`config.mk`:
```
export PLATFORM = sky130hd
export DESIGN_NAME = idl_logger_ctrl
export DESIGN_NICKNAME = d
export VERILOG_FILES = /design/src/hw/idl_logger_ctrl.v
export VERILOG_INCLUDE_DIRS = /design/src /design/src/shared
export SDC_FILE = /design/constraint.sdc
export NUM_CORES = 2
export LEC_CHECK = 0
export BUFFER_PORTS_ARGS = -buffer_cell sky130_fd_sc_hd__buf_2
export CAP_MARGIN = 20
export CELL_PAD_IN_SITES_DETAIL_PLACEMENT = 1
export CELL_PAD_IN_SITES_GLOBAL_PLACEMENT = 1
export CORE_AREA = 2 2 408 410
export CTS_CLUSTER_SIZE = 16
export DETAILED_ROUTE_END_ITERATION = 8
export DIE_AREA = 0 0 410 412
export HOLD_SLACK_MARGIN = 0.15
export PLACE_DENSITY_LB_ADDON = 0.1
export SLEW_MARGIN = 5
export SYNTH_ARGS = -nofsm -noshare
export SYNTH_HDL_FRONTEND = slang
export SYNTH_SLANG_ARGS = --single-unit
```
`constraint.sdc`:
```
create_clock -name aclk -period 13.2 [get_ports aclk]
set_clock_uncertainty 0.05 [all_clocks]
set_input_delay 0.66 -clock aclk [delete_from_list [all_inputs] [get_ports aclk]]
set_output_delay 0.66 -clock aclk [all_outputs]
set_load 0.01 [all_outputs]
```
`src/shared/idl_consts.vh`:
```
// Constants for the interval data logger control block
`ifndef IDL_CONSTS_VH
`define IDL_CONSTS_VH
// Register byte offsets
`define IDL_OFS_CTRL      6'h00
`define IDL_OFS_CHSEL     6'h04
`define IDL_OFS_KEY_RDR   6'h08
`define IDL_OFS_KEY_DEV   6'h0c
`define IDL_OFS_TIME      6'h10
`define IDL_OFS_RDONE     6'h14
`define IDL_OFS_DATE      6'h18
`define IDL_OFS_PERIOD    6'h1c
`define IDL_OFS_WEIGHT    6'h20
`define IDL_OFS_DAYBND    6'h24
`define IDL_OFS_IDSEL     6'h28
`define IDL_OFS_IDLO      6'h2c
`define IDL_OFS_IDHI      6'h30
`define IDL_OFS_CMD       6'h34
`define IDL_OFS_MISC      6'h38
`define IDL_OFS_LSTAT     6'h3c
// Control bits
`define IDL_CTRL_START    0
`define IDL_CTRL_FIXMARK  1
`define IDL_CTRL_CALOPEN  2
// Corrector fault input bit positions
`define IDL_F_NEWSTART    0
`define IDL_F_POWER       1
`define IDL_F_INCONS      2
`define IDL_F_MEMORY      3
`define IDL_F_CNT_POWER   4
`define IDL_F_CNT1_FREQ   5
`define IDL_F_CNT2_FREQ   6
`define IDL_F_CNT1_DIST   7
`define IDL_F_CNT2_DIST   8
`define IDL_F_CNT1_SUSP   9
`define IDL_F_CNT2_SUSP   10
`define IDL_F_MAXFLOW     11
`define IDL_F_P_DIST      12
`define IDL_F_P_CAL       13
`define IDL_F_P_CORR      14
`define IDL_F_T_DIST      15
`define IDL_F_T_CAL       16
`define IDL_F_T_CORR      17
`define IDL_FAULT_W       18
// Values
`define IDL_SEL_FIRST     8'd21
`define IDL_SEL_LAST      8'd24
`define IDL_MAX_PULSES    13'd4079
`define IDL_DAYBND_RST    5'd6
`define IDL_PERIOD_RST    6'd60
`define IDL_WEIGHT_RST    3'd2
`define IDL_WEIGHT_MAX    3'd4
`define IDL_DAY_RST       5'd1
`define IDL_MONTH_RST     4'd1
`define IDL_YEAR_RST      8'd88
`define IDL_CMD_ADJCNT    8'd75
`define IDL_CMD_UNIT      8'd20
`define IDL_CMD_CPZ       8'd7
`define IDL_CLK_HZ        25000000
`define IDL_TICK_S        1
`define IDL_RESP_OKAY     2'b00
`define IDL_RESP_SLVERR   2'b10
`endif

```
`src/hw/idl_logger_ctrl.v`:
```
// Interval data logger control with AXI4-Lite register slave
//
// The AXI4-Lite register port and the address map were left to the implementer.
`timescale 1ns/1ps
`default_nettype none
`include "idl_consts.vh"
module idl_logger_ctrl #(
  parameter TICK_CYCLES = `IDL_CLK_HZ * `IDL_TICK_S
) (
  input  wire        aclk,
  input  wire        aresetn,
  input  wire [5:0]  s_axi_awaddr,
  input  wire        s_axi_awvalid,
  output wire        s_axi_awready,
  input  wire [31:0] s_axi_wdata,
  input  wire [3:0]  s_axi_wstrb,
  input  wire        s_axi_wvalid,
  output wire        s_axi_wready,
  output reg  [1:0]  s_axi_bresp,
  output reg         s_axi_bvalid,
  input  wire        s_axi_bready,
  input  wire [5:0]  s_axi_araddr,
  input  wire        s_axi_arvalid,
  output wire        s_axi_arready,
  output reg  [31:0] s_axi_rdata,
  output reg  [1:0]  s_axi_rresp,
  output reg         s_axi_rvalid,
  input  wire        s_axi_rready,
  input  wire [17:0] vc_fault,
  input  wire        vc_fault_ack,
  input  wire        vol_pulse,
  input  wire        std_pulse,
  output reg         rec_valid,
  output reg  [19:0] rec_tags,
  output reg         rec_mark,
  output reg         rec_overflow,
  output reg  [2:0]  rec_weight,
  output reg  [12:0] rec_vol_count,
  output reg  [12:0] rec_std_count,
  output reg         day_start,
  output reg         readout_active,
  output reg  [1:0]  logger_channel_index,
  output wire        interval_overflow_warning
);

  // Bus handshake state
  reg        aw_full_reg;
  reg [5:0]  aw_addr_reg;
  reg        w_full_reg;
  reg [31:0] w_data_reg;
  reg [3:0]  w_strb_reg;
  wire       wr_go = aw_full_reg & w_full_reg & ~s_axi_bvalid;
  assign s_axi_awready = ~aw_full_reg;
  assign s_axi_wready  = ~w_full_reg;
  assign s_axi_arready = ~s_axi_rvalid;

  // Configuration and state
  reg        clock_set_reg;
  reg        cal_open_reg;
  reg [2:0]  sel_reg;
  reg [31:0] key_rdr_reg;
  reg [31:0] key_dev_reg;
  reg [5:0]  sec_reg;
  reg [5:0]  min_reg;
  reg [4:0]  hour_reg;
  reg [4:0]  day_reg;
  reg [3:0]  month_reg;
  reg [7:0]  year_reg;
  reg [5:0]  period_reg;
  reg [5:0]  period_pend_reg;
  reg [5:0]  ivl_min_reg;
  reg [2:0]  weight_reg;
  reg [2:0]  weight_pend_reg;
  reg [4:0]  daybnd_reg;
  reg [3:0]  idsel_reg;
  reg [31:0] idlo_stage_reg;
  reg [47:0] id_mem [0:11];
  reg        mark_pend_reg;
  reg        unknown_cmd_reg;
  reg [7:0]  bad_cmd_reg;
  reg [12:0] vol_cnt_reg;
  reg [12:0] std_cnt_reg;
  reg        ovf_reg;
  reg        ovf_ivl_reg;
  reg [31:0] tick_cnt_reg;
  reg [19:0] tag_reg;
  reg [23:0] stat_reg;
  integer    k;

  wire [31:0] wmask = {{8{w_strb_reg[3]}}, {8{w_strb_reg[2]}},
                       {8{w_strb_reg[1]}}, {8{w_strb_reg[0]}}};
  wire [31:0] wd = w_data_reg & wmask;
  wire key_ok = (key_dev_reg == 32'h0000_0000) |
                (key_rdr_reg == key_dev_reg);
  wire wr_ctrl   = wr_go & (aw_addr_reg == `IDL_OFS_CTRL);
  wire wr_chsel  = wr_go & (aw_addr_reg == `IDL_OFS_CHSEL);
  wire wr_keyr   = wr_go & (aw_addr_reg == `IDL_OFS_KEY_RDR);
  wire wr_keyd   = wr_go & (aw_addr_reg == `IDL_OFS_KEY_DEV);
  wire wr_time   = wr_go & (aw_addr_reg == `IDL_OFS_TIME);
  wire wr_rdone  = wr_go & (aw_addr_reg == `IDL_OFS_RDONE);
  wire wr_date   = wr_go & (aw_addr_reg == `IDL_OFS_DATE);
  wire wr_period = wr_go & (aw_addr_reg == `IDL_OFS_PERIOD) & key_ok;
  wire wr_weight = wr_go & (aw_addr_reg == `IDL_OFS_WEIGHT) & key_ok;
  wire wr_daybnd = wr_go & (aw_addr_reg == `IDL_OFS_DAYBND) & key_ok;
  wire wr_idsel  = wr_go & (aw_addr_reg == `IDL_OFS_IDSEL);
  wire wr_idlo   = wr_go & (aw_addr_reg == `IDL_OFS_IDLO);
  wire wr_idhi   = wr_go & (aw_addr_reg == `IDL_OFS_IDHI) & key_ok;
  wire wr_cmd    = wr_go & (aw_addr_reg == `IDL_OFS_CMD);
  wire wr_mapped = (aw_addr_reg <= `IDL_OFS_LSTAT) &
                   (aw_addr_reg[1:0] == 2'b00);

  // Fault translation per channel, bit n-1 is status n
  wire cnt_warn = vc_fault[`IDL_F_CNT1_FREQ] | vc_fault[`IDL_F_CNT2_FREQ] |
                  vc_fault[`IDL_F_CNT1_DIST] | vc_fault[`IDL_F_CNT2_DIST] |
                  vc_fault[`IDL_F_CNT1_SUSP] | vc_fault[`IDL_F_CNT2_SUSP] |
                  vc_fault[`IDL_F_MAXFLOW];
  wire p_bad = vc_fault[`IDL_F_P_DIST] | vc_fault[`IDL_F_P_CAL] |
               vc_fault[`IDL_F_P_CORR];
  wire t_bad = vc_fault[`IDL_F_T_DIST] | vc_fault[`IDL_F_T_CAL] |
               vc_fault[`IDL_F_T_CORR];
  wire [23:0] hit;
  genvar g;
  generate
    for (g = 0; g < 4; g = g + 1) begin : g_map
      wire vol = (g < 2);
      assign hit[g*6]   = vc_fault[`IDL_F_NEWSTART];
      assign hit[g*6+1] = vc_fault[`IDL_F_POWER];
      assign hit[g*6+2] = vol & vc_fault[`IDL_F_CNT_POWER];
      assign hit[g*6+3] = ((g == 1) & (p_bad | t_bad)) |
                          ((g == 2) & p_bad) |
                          ((g == 3) & t_bad);
      assign hit[g*6+4] = vol & cnt_warn;
      assign hit[g*6+5] = vc_fault[`IDL_F_INCONS] |
                          vc_fault[`IDL_F_MEMORY];
    end
  endgenerate

  // Second prescaler and interval timing
  wire tick   = (tick_cnt_reg == TICK_CYCLES - 1);
  wire min_up = tick & (sec_reg == 6'd59);
  wire hr_up  = min_up & (min_reg == 6'd59);
  wire ivl_end = min_up & (ivl_min_reg == period_reg - 6'd1);
  wire [5:0] wp = wd[5:0];
  wire period_ok = (wp == 6'd5) | (wp == 6'd10) | (wp == 6'd15) |
                   (wp == 6'd20) | (wp == 6'd30) | (wp == 6'd60);
  wire store_en = clock_set_reg;
  wire [7:0] cmd = wd[7:0];
  wire [2:0] chsel_idx = wd[2:0] - 3'd5;
  wire clr_ok = vc_fault_ack;
  assign interval_overflow_warning = ovf_reg;

  // Stored data stream and logger status
  always @(posedge aclk) begin
    if (!aresetn) begin
      tag_reg       <= 20'h00000;
      stat_reg      <= 24'h041041;
      rec_valid     <= 1'b0;
      rec_tags      <= 20'h00000;
      rec_mark      <= 1'b0;
      rec_overflow  <= 1'b0;
      rec_weight    <= `IDL_WEIGHT_RST;
      rec_vol_count <= 13'h0000;
      rec_std_count <= 13'h0000;
    end else begin
      rec_valid <= ivl_end & store_en;
      if (ivl_end) begin
        rec_tags      <= tag_reg;
        rec_mark      <= mark_pend_reg;
        rec_overflow  <= ovf_ivl_reg;
        rec_weight    <= weight_reg;
        rec_vol_count <= vol_cnt_reg;
        rec_std_count <= std_cnt_reg;
      end
      for (k = 0; k < 4; k = k + 1) begin
        // Tags gather hits of status 1 to 5 of the interval, not status 6; a hit at the edge survives
        tag_reg[k*5 +: 5] <= (ivl_end ? 5'h00 : tag_reg[k*5 +: 5]) |
                             hit[k*6 +: 5];
        stat_reg[k*6 +: 6] <= ((wr_rdone & readout_active &
                                (logger_channel_index == k[1:0]) &
                                clr_ok) ? 6'h00 : stat_reg[k*6 +: 6]) |
                              hit[k*6 +: 6];
      end
    end
  end

  // Clock, counters and parameters
  always @(posedge aclk) begin
    if (!aresetn) begin
      tick_cnt_reg    <= 32'h0000_0000;
      clock_set_reg   <= 1'b0;
      sec_reg         <= 6'h00;
      min_reg         <= 6'h00;
      hour_reg        <= 5'h00;
      day_reg         <= `IDL_DAY_RST;
      month_reg       <= `IDL_MONTH_RST;
      year_reg        <= `IDL_YEAR_RST;
      period_reg      <= `IDL_PERIOD_RST;
      period_pend_reg <= `IDL_PERIOD_RST;
      ivl_min_reg     <= 6'h00;
      weight_reg      <= `IDL_WEIGHT_RST;
      weight_pend_reg <= `IDL_WEIGHT_RST;
      daybnd_reg      <= `IDL_DAYBND_RST;
      key_rdr_reg     <= 32'h0000_0000;
      key_dev_reg     <= 32'h0000_0000;
      cal_open_reg    <= 1'b0;
      sel_reg         <= 3'h0;
      readout_active  <= 1'b0;
      logger_channel_index <= 2'h0;
      idsel_reg       <= 4'h0;
      idlo_stage_reg  <= 32'h0000_0000;
      mark_pend_reg   <= 1'b0;
      unknown_cmd_reg <= 1'b0;
      bad_cmd_reg     <= 8'h00;
      vol_cnt_reg     <= 13'h0000;
      std_cnt_reg     <= 13'h0000;
      ovf_reg         <= 1'b0;
      ovf_ivl_reg     <= 1'b0;
      day_start       <= 1'b0;
      for (k = 0; k < 12; k = k + 1) begin
        id_mem[k] <= 48'h0;
      end
    end else begin
      tick_cnt_reg <= tick ? 32'h0000_0000 : tick_cnt_reg + 32'd1;
      // Hour 23 wraps to 0 so a midnight boundary still fires
      day_start <= hr_up & (((hour_reg == 5'd23) ? 5'h00 : hour_reg + 5'd1)
                            == daybnd_reg);
      if (tick) begin
        sec_reg <= (sec_reg == 6'd59) ? 6'h00 : sec_reg + 6'd1;
      end
      if (min_up) begin
        min_reg <= (min_reg == 6'd59) ? 6'h00 : min_reg + 6'd1;
        ivl_min_reg <= ivl_end ? 6'h00 : ivl_min_reg + 6'd1;
      end
      if (hr_up) begin
        // Month roll-over is left to software; only the day advances
        hour_reg <= (hour_reg == 5'd23) ? 5'h00 : hour_reg + 5'd1;
        if (hour_reg == 5'd23) begin
          day_reg <= day_reg + 5'd1;
        end
        period_reg  <= period_pend_reg;
        ivl_min_reg <= 6'h00;
      end
      if (ivl_end) begin
        weight_reg <= weight_pend_reg;
      end
      if (wr_time | (wr_rdone & readout_active)) begin
        sec_reg       <= wd[5:0];
        min_reg       <= wd[13:8];
        hour_reg      <= wd[20:16];
        clock_set_reg <= 1'b1;
        tick_cnt_reg  <= 32'h0000_0000;
      end
      if (wr_rdone) begin
        readout_active <= 1'b0;
      end
      if (wr_date) begin
        day_reg   <= wd[4:0];
        month_reg <= wd[11:8];
        year_reg  <= wd[23:16];
      end
      if (wr_ctrl) begin
        cal_open_reg <= wd[`IDL_CTRL_CALOPEN];
        if (wd[`IDL_CTRL_START] & sel_reg[2]) begin
          readout_active       <= 1'b1;
          logger_channel_index <= sel_reg[1:0];
          sel_reg              <= 3'h0;
        end
      end
      if (wr_chsel) begin
        // Only an explicit code picks a channel, nothing else does
        sel_reg <= ((wd[7:0] >= `IDL_SEL_FIRST) &
                    (wd[7:0] <= `IDL_SEL_LAST)) ?
                   {1'b1, chsel_idx[1:0]} : 3'h0;
      end
      if (wr_keyr) begin
        key_rdr_reg <= wd;
      end
      if (wr_keyd & (key_ok | cal_open_reg)) begin
        key_dev_reg <= wd;
      end
      if (wr_period & period_ok) begin
        period_pend_reg <= wp;
      end
      if (wr_weight & (wd[2:0] <= `IDL_WEIGHT_MAX)) begin
        weight_pend_reg <= wd[2:0];
      end
      if (wr_daybnd & (wd[4:0] < 5'd24)) begin
        daybnd_reg <= wd[4:0];
      end
      if (wr_idsel & (wd[3:2] != 2'b11)) begin
        idsel_reg <= wd[3:0];
      end
      if (wr_idlo) begin
        idlo_stage_reg <= wd;
      end
      if (wr_idhi) begin
        // Kind in idsel[3:2]: 0 customer, 1 meter, 2 device
        if (idsel_reg[3:2] == 2'b10) begin
          id_mem[idsel_reg] <= {wd[15:0], idlo_stage_reg[31:20],
                                1'b0, {1'b0, idsel_reg[1:0]} + 3'd1,
                                idlo_stage_reg[15:0]};
        end else begin
          id_mem[idsel_reg] <= {wd[15:0], idlo_stage_reg};
        end
        mark_pend_reg <= 1'b1;
      end else if (wr_ctrl & wd[`IDL_CTRL_FIXMARK] & key_ok) begin
        mark_pend_reg <= 1'b1;
      end else if (ivl_end) begin
        mark_pend_reg <= 1'b0;
      end
      if (wr_cmd) begin
        if ((cmd == `IDL_CMD_ADJCNT) | (cmd == `IDL_CMD_UNIT) |
            (cmd == `IDL_CMD_CPZ)) begin
          unknown_cmd_reg <= 1'b1;
          bad_cmd_reg     <= (cmd == `IDL_CMD_ADJCNT) ?
                             `IDL_CMD_ADJCNT : cmd;
        end else begin
          unknown_cmd_reg <= 1'b0;
        end
      end
      // Saturate at one past the limit so a wrap cannot hide it
      if (ivl_end) begin
        vol_cnt_reg <= {12'h000, vol_pulse};
        std_cnt_reg <= {12'h000, std_pulse};
        ovf_ivl_reg <= 1'b0;
      end else begin
        if (vol_pulse & (vol_cnt_reg <= `IDL_MAX_PULSES)) begin
          vol_cnt_reg <= vol_cnt_reg + 13'd1;
        end
        if (std_pulse & (std_cnt_reg <= `IDL_MAX_PULSES)) begin
          std_cnt_reg <= std_cnt_reg + 13'd1;
        end
        if ((vol_cnt_reg > `IDL_MAX_PULSES) |
            (std_cnt_reg > `IDL_MAX_PULSES)) begin
          ovf_ivl_reg <= 1'b1;
          ovf_reg     <= 1'b1;
        end
      end
      if (wr_rdone & readout_active & clr_ok &
          (vol_cnt_reg <= `IDL_MAX_PULSES) &
          (std_cnt_reg <= `IDL_MAX_PULSES)) begin
        ovf_reg <= 1'b0;
      end
    end
  end

  // AXI4-Lite write channel
  always @(posedge aclk) begin
    if (!aresetn) begin
      aw_full_reg  <= 1'b0;
      aw_addr_reg  <= 6'h00;
      w_full_reg   <= 1'b0;
      w_data_reg   <= 32'h0000_0000;
      w_strb_reg   <= 4'h0;
      s_axi_bvalid <= 1'b0;
      s_axi_bresp  <= `IDL_RESP_OKAY;
    end else begin
      if (s_axi_awvalid & ~aw_full_reg) begin
        aw_full_reg <= 1'b1;
        aw_addr_reg <= {s_axi_awaddr[5:2], 2'b00};
      end
      if (s_axi_wvalid & ~w_full_reg) begin
        w_full_reg <= 1'b1;
        w_data_reg <= s_axi_wdata;
        w_strb_reg <= s_axi_wstrb;
      end
      if (wr_go) begin
        aw_full_reg  <= 1'b0;
        w_full_reg   <= 1'b0;
        s_axi_bvalid <= 1'b1;
        s_axi_bresp  <= wr_mapped ? `IDL_RESP_OKAY : `IDL_RESP_SLVERR;
      end else if (s_axi_bvalid & s_axi_bready) begin
        s_axi_bvalid <= 1'b0;
      end
    end
  end

  // AXI4-Lite read channel
  reg [31:0] rd_mux;
  reg        rd_hit;
  always @* begin
    rd_hit = 1'b1;
    case ({s_axi_araddr[5:2], 2'b00})
      `IDL_OFS_CTRL:    rd_mux = {29'h0, cal_open_reg, 2'b00};
      `IDL_OFS_CHSEL:   rd_mux = {26'h0, readout_active,
                                  logger_channel_index, sel_reg};
      `IDL_OFS_KEY_RDR: rd_mux = key_rdr_reg;
      `IDL_OFS_KEY_DEV: rd_mux = {31'h0, key_ok};
      `IDL_OFS_TIME:    rd_mux = {11'h0, hour_reg, 2'b00, min_reg,
                                  2'b00, sec_reg};
      `IDL_OFS_RDONE:   rd_mux = 32'h0000_0000;
      `IDL_OFS_DATE:    rd_mux = {8'h0, year_reg, 4'h0, month_reg,
                                  3'h0, day_reg};
      `IDL_OFS_PERIOD:  rd_mux = {18'h0, period_pend_reg, 2'b00,
                                  period_reg};
      `IDL_OFS_WEIGHT:  rd_mux = {21'h0, weight_pend_reg, 5'h0,
                                  weight_reg};
      `IDL_OFS_DAYBND:  rd_mux = {27'h0, daybnd_reg};
      `IDL_OFS_IDSEL:   rd_mux = {28'h0, idsel_reg};
      `IDL_OFS_IDLO:    rd_mux = id_mem[idsel_reg][31:0];
      `IDL_OFS_IDHI:    rd_mux = {16'h0, id_mem[idsel_reg][47:32]};
      `IDL_OFS_CMD:     rd_mux = {23'h0, unknown_cmd_reg, bad_cmd_reg};
      `IDL_OFS_MISC:    rd_mux = {28'h0, mark_pend_reg, ovf_reg,
                                  key_ok, clock_set_reg};
      `IDL_OFS_LSTAT:   rd_mux = {8'h0, stat_reg[23:0]};
      default: begin
        rd_mux = 32'h0000_0000;
        rd_hit = 1'b0;
      end
    endcase
  end

  always @(posedge aclk) begin
    if (!aresetn) begin
      s_axi_rvalid <= 1'b0;
      s_axi_rdata  <= 32'h0000_0000;
      s_axi_rresp  <= `IDL_RESP_OKAY;
    end else if (s_axi_arvalid & ~s_axi_rvalid) begin
      s_axi_rvalid <= 1'b1;
      s_axi_rdata  <= rd_mux;
      s_axi_rresp  <= rd_hit ? `IDL_RESP_OKAY : `IDL_RESP_SLVERR;
    end else if (s_axi_rvalid & s_axi_rready) begin
      s_axi_rvalid <= 1'b0;
    end
  end

endmodule // idl_logger_ctrl
`default_nettype wire

```
# Yosys cells after proc, flatten, opt, wreduce, memory -nomap -nowiden

Memories as Yosys holds them, arrays and structs flattened. A register that Yosys moved wholly into a read port is not among the register bits.
Index checks and enable logic that the tools add are counted.
W data, S select, Z words.

Bitwise gates (word level): 92
Div/mod/pow operators: 0
Multiplexer cells: 58
Shifts and indexed selects: 0
Add/sub/neg operators: 11
$mul: 0
Reductions and logical operators: 27
Equality and inequality tests: 49
$lt $le $gt $ge: 9

Operators with widths:

| operator                | number |
|---|---|
| $pmux W32 S16           | 1 |
| $mux W48                | 2 |
| $mux W6                 | 11 |
| $eq A4 B4 Y1 const B    | 14 |
| $and A1 B1 Y1           | 53 |
| $mux W5                 | 10 |
| $reduce_or A48 Y1       | 1 |
| $add A32 B1 Y32 const B | 1 |
| $and A32 B32 Y32        | 1 |
| $eq A32 B25 Y1 const B  | 1 |
| $eq A32 B32 Y1          | 1 |
| $eq A4 B3 Y1 const B    | 8 |
| $logic_not A32 Y1       | 1 |
| $add A13 B1 Y13 const B | 2 |
| $gt A13 B12 Y1 const B  | 2 |
| $le A13 B12 Y1 const B  | 2 |
| $mux W1                 | 25 |
| $or A1 B1 Y1            | 24 |
| $or A6 B6 Y6            | 4 |
| $reduce_bool A2 Y1      | 11 |
| $add A6 B1 Y6 const B   | 3 |
| $eq A6 B6 Y1 const B    | 3 |
| $eq A4 B2 Y1 const B    | 4 |
| $eq A6 B4 Y1 const B    | 2 |
| 35 further kinds        | 59 |

Memory bits (read-only): 0
Memory bits (writable): 576
Register bits: 416
Memories: 1
Bits in latches: 0

Memories:

| name   | words | width | read ports | clocked after memory_dff | write ports | RTL line             | text |
|---|---|---|---|---|---|---|---|
| id_mem | 12    | 48    | 1          | 1                        | 12          | idl_logger_ctrl.v:77 | `reg [47:0] id_mem [0:11];` |

# Depth between registers and ports, before layout

Depth in word-level cells: 10
Mapped depth: 10
Depth with buffers taken out: 9

# Worst setup path before layout

No wires, ideal clock.

Path kind: register to register
From: reg key_dev_reg[17]
To: mem id_mem[14][0], enable pin
Cell stages (with the launch flop): 9
Clock period less this slack: 5.472 ns
Data arrival time: 4.909 ns
Setup slack: 7.728 ns
Required time: 12.637 ns
Cell sequence: dfxtp_1 xor2_1 nor4_1 nand4_1 o21ai_2 buf_4 buf_2 nand3_1 nor3_1

RTL lines:

| element                | RTL line              | text |
|---|---|---|
| start, declared        | idl_logger_ctrl.v:62  | `reg [31:0] key_dev_reg;` |
| start signal, assigned | idl_logger_ctrl.v:279 | `key_dev_reg <= wd;` |
| end, declared          | idl_logger_ctrl.v:77  |  |

==> summary.md <==
| Metric | Value |
|---|---|
| Leak Pwr | `21.0 nW` |
| Crit path DAT | `5.15 ns` |
| Full die area | `0.169 mm²` |
| Synth area leader | `edfxtp_1` |
| Ys flop type | `edfxtp_1` |
| MaxCap Viol Count | `0` |
| Layout Nets | `around 4,300` |
| Synth top area share | `0.455` |
| Avg Inst Size Synth | `between 10 and 15 µm²` |
| Max Used Layer | `met4` |
| Gr usage total | `0.224` |
| Fin cells | `6,516` |
| Gate Count Post-Synth | `4,060` |
| Max Root-Sink Buffers | `3` |
| Number of global-route vias before repair | `34,900` |
| Core box area | `0.164 mm²` |
| Worst Path Max Fanout | `37` |
| Final setup viols | `0` |
| CTS buffer count | `142` |
| FFs w/ async S/R, synth | `0` |
| First-pass GRT wire length | `approximately 270,000 µm` |
| GRT overflow | `0` |
| Antenna-violating nets left | `0` |
| Hold path depth | `4` |
| WL met2 | `90,300 µm` |
| VDD IR-drop max | `~130 µV` |
| P per Cell Area | `around 140 mW/mm²` |
| P_sw | `1.86 mW` |
| Final WL | `around 190,000 µm` |
| Hold path start | `vc_fault[6]` |
| Post-DR vias/cell | `5.27` |
| Per-cell routed wire length | `29.4 µm` |
| Drt drc | `0` |
| Vias | `34,300` |
| Die Width | `410 µm` |
| Reg2reg end | `s_axi_rdata[15]$_SDFFE_PN0P_` |
| Gpl congestion | `around 0.83` |
| P_int | `6.35 mW` |
| Relative slew slack | `0.271` |
| Ys Warns | `0` |
| Crit path buf inv count | `2` |
| Routed metal-1 wirelength | `88,200 µm` |
| Slowest cell on the critical path | `dfxtp_4` |
| Fmax | `221 MHz` |
| H-tree depth | `4` |
| RSZ-0062 raised after global routing | `false` |
| R2R setup slack | `approximately 8.7 ns` |
| Synth top area cells | `edfxtp_1 45%, dfxtp_1 16%, mux4_2 8.7%, and2_1 4.2%, nor2_1 3.8%` |
| CP peak stage delay | `0.82 ns` |
| Hold path endpoint | `stat_reg[4]$_SDFF_PN0_` |
| #FFs+latches synth | `around 1,200` |
| Synth cell count leaders | `768 x edfxtp_1, 519 x nor2_1, 403 x dfxtp_1` |
| Crit end category | `register` |
| Number of port buffers | `160` |
| Drt first pass iters | `5` |
| Mapped Area | `0.0507 mm²` |
| Clock latency on the worst-skew pair | `0.79 ns` |
| Clock Power Share | `0.478` |
| Crit share post-route | `0.344` |
| Dpl cells | `6,199` |
| Netlist cell types | `92` |
| Combinational Power Share | `0.034` |
| Rows | `around 150` |
| CTS tree | `yes` |
| Synth-to-layout area growth | `16.3%` |
| Worst path top cell family by delay | `buffers and inverters` |
| Critical Path, Cell by Cell | `buf_4 -> buf_4 -> mux4_2 -> o21ai_0 -> o21ai_0 -> a222oi_1 -> o221ai_1 -> a21o_1` |
| Setup_tns | `0 ns` |
| Worst hold path class | `input port to register` |
| Max-slew violations | `0` |
| Clock root cell | `clkbuf_16` |
| Run status | `completed` |
| Register bank with the most flops | `id_mem` |
| Critical path class | `register to register` |
| Sequential cell area fraction in the yosys report | `0.614` |
| DPL Wire Length | `117,000 µm` |
| Final hold violation count | `0` |
| Clk slew on worst S/H paths | `0.06 ns` |
| Reg power frac | `0.488` |
| Met3 routed WL | `8410 µm` |
| CTS resizes | `0` |
| Initial antenna violation count | `9` |
| Initial Util | `0.309` |
| Starting DRT DRC Count | `2,841` |
| Max reg flops | `768` |
| Sink Count | `1,171` |
| Largest net degree at the start of global routing | `99` |
| Die Y | `412 µm` |
| Worst Hold Slack | `0.213 ns` |
| Worst slew pin tran | `1.09 ns` |
| Net Sw Frac | `0.227` |
| Tmin final | `around 4.5 ns` |
| Critical Path Start Type | `register` |
| Number of synthesized flops with an enable pin | `~770` |
| Worst Path Required | `between 10 and 15 ns` |
| R2R depth | `8` |
| Top-count cell post-synth | `edfxtp_1` |
| Num ports | `about 170` |
| Post-CTS Setup Inserts | `0` |
| Layout cells sized above 1 | `0.172` |
-- logic make-up after synthesis --
logic type / Yosys count / share of synthesized area
other: 1 / 0.0000739
AOI/OAI and AO/OA: 510 / 0.0643
buffers and inverters: 378 / 0.0324
adders and majority gates: 18 / 0.00444
DFF: 1171 / 0.614
xor gates and xnor gates: 91 / 0.0157
muxes: 370 / 0.122
and+or+nand+nor: 1521 / 0.148
-- cells in the final DEF, fill, tap and decap left out, types with 26 or more instances in the layout --
cell type      netlist  layout
a21oi_1            219     219
a22oi_1             38      38
a31oi_1             26      26
and2_1             344     344
buf_2               69     159
buf_4               27     103
clkbuf_1           214      41
clkbuf_16            0     146
dfxtp_1            403     399
dlygate4sd3_1        0      47
edfxtp_1           768     768
inv_1               47      46
mux2i_1            165     165
mux4_2             197     197
nand2_1            327     315
nand3_1             90      88
nand4_1             40      40
nor2_1             519     518
o21ai_0             79      79
xnor2_1             28      28
xor2_1              63      63
-- stage by stage --
step | total power [mW] | instance area, µm² | util | worst slack [ns]
finish | 8.21 | 59000 | 0.359 | 8.66
global route | 8.46 | 59000 | 0.359 | 8.34
CTS | 8.31 | 59000 | 0.359 | 8.18
detailed placement | 4.36 | 53900 | 0.328 | 8.19
global placement | 4.35 | 53900 | 0.328 | 8.26
floorplan | 4.21 | 50800 | - | 7.73
-- layer usage --
layer  global-route usage  vias to the layer above
li1                     -                    15100
met1                0.312                    18200
met2                0.369                      807
met3               0.0313                      202
met4               0.0567                        0
met5                    0                        -
-- power groups by stage --
stage               logic, mW  clock network, mW  registers, mW
global placement        0.269                  0           4.09
finish                  0.279               3.92           4.01
detailed placement      0.271                  0           4.09
CTS                     0.282               4.02           4.01
floorplan               0.144                  0           4.07
global route            0.297               4.15           4.02
-- worst min-delay path: stages --
cell,delay (ns)
buf_2,0.07
o41ai_1,0.07
buf_4,0.15
nand2_1,0.05
-- how the worst max path moves through the flow --
stage / start / endpoint / slack (ns) / cells past startpoint
floorplan: key_dev_reg[17]$_SDFFE_PN0P_ / id_mem[14][0]$_DFFE_PP_ / 7.73 / 8
global placement: key_dev_reg[16]$_SDFFE_PN0P_ / id_mem[15][4]$_DFFE_PP_ / 8.26 / 9
detailed placement: key_dev_reg[16]$_SDFFE_PN0P_ / id_mem[15][10]$_DFFE_PP_ / 8.19 / 9
CTS: key_dev_reg[16]$_SDFFE_PN0P_ / id_mem[15][12]$_DFFE_PP_ / 8.18 / 9
global route: register / s_axi_rdata[15]$_SDFFE_PN0P_ / 8.34 / 8
finish: register / s_axi_rdata[15]$_SDFFE_PN0P_ / 8.66 / 8
-- cell type report --
type,count,area [µm²]
fill,17300,105000
inverter,51,199
multi-input combinational,2523,18200
timing repair buffer,317,2140
clock inverter,60,613
clock buffer,202,4010
antenna,3,7.51
sequential,1171,31100
tap,2189,2740
-- what timing repair did --
item / CTS / global route
hold buffers: 47 / 0
hold endpoints to repair: 52 / 0
endpoints found under the setup margin: 0 / 0
No activity file was read; power rests on OpenSTA's default activity.
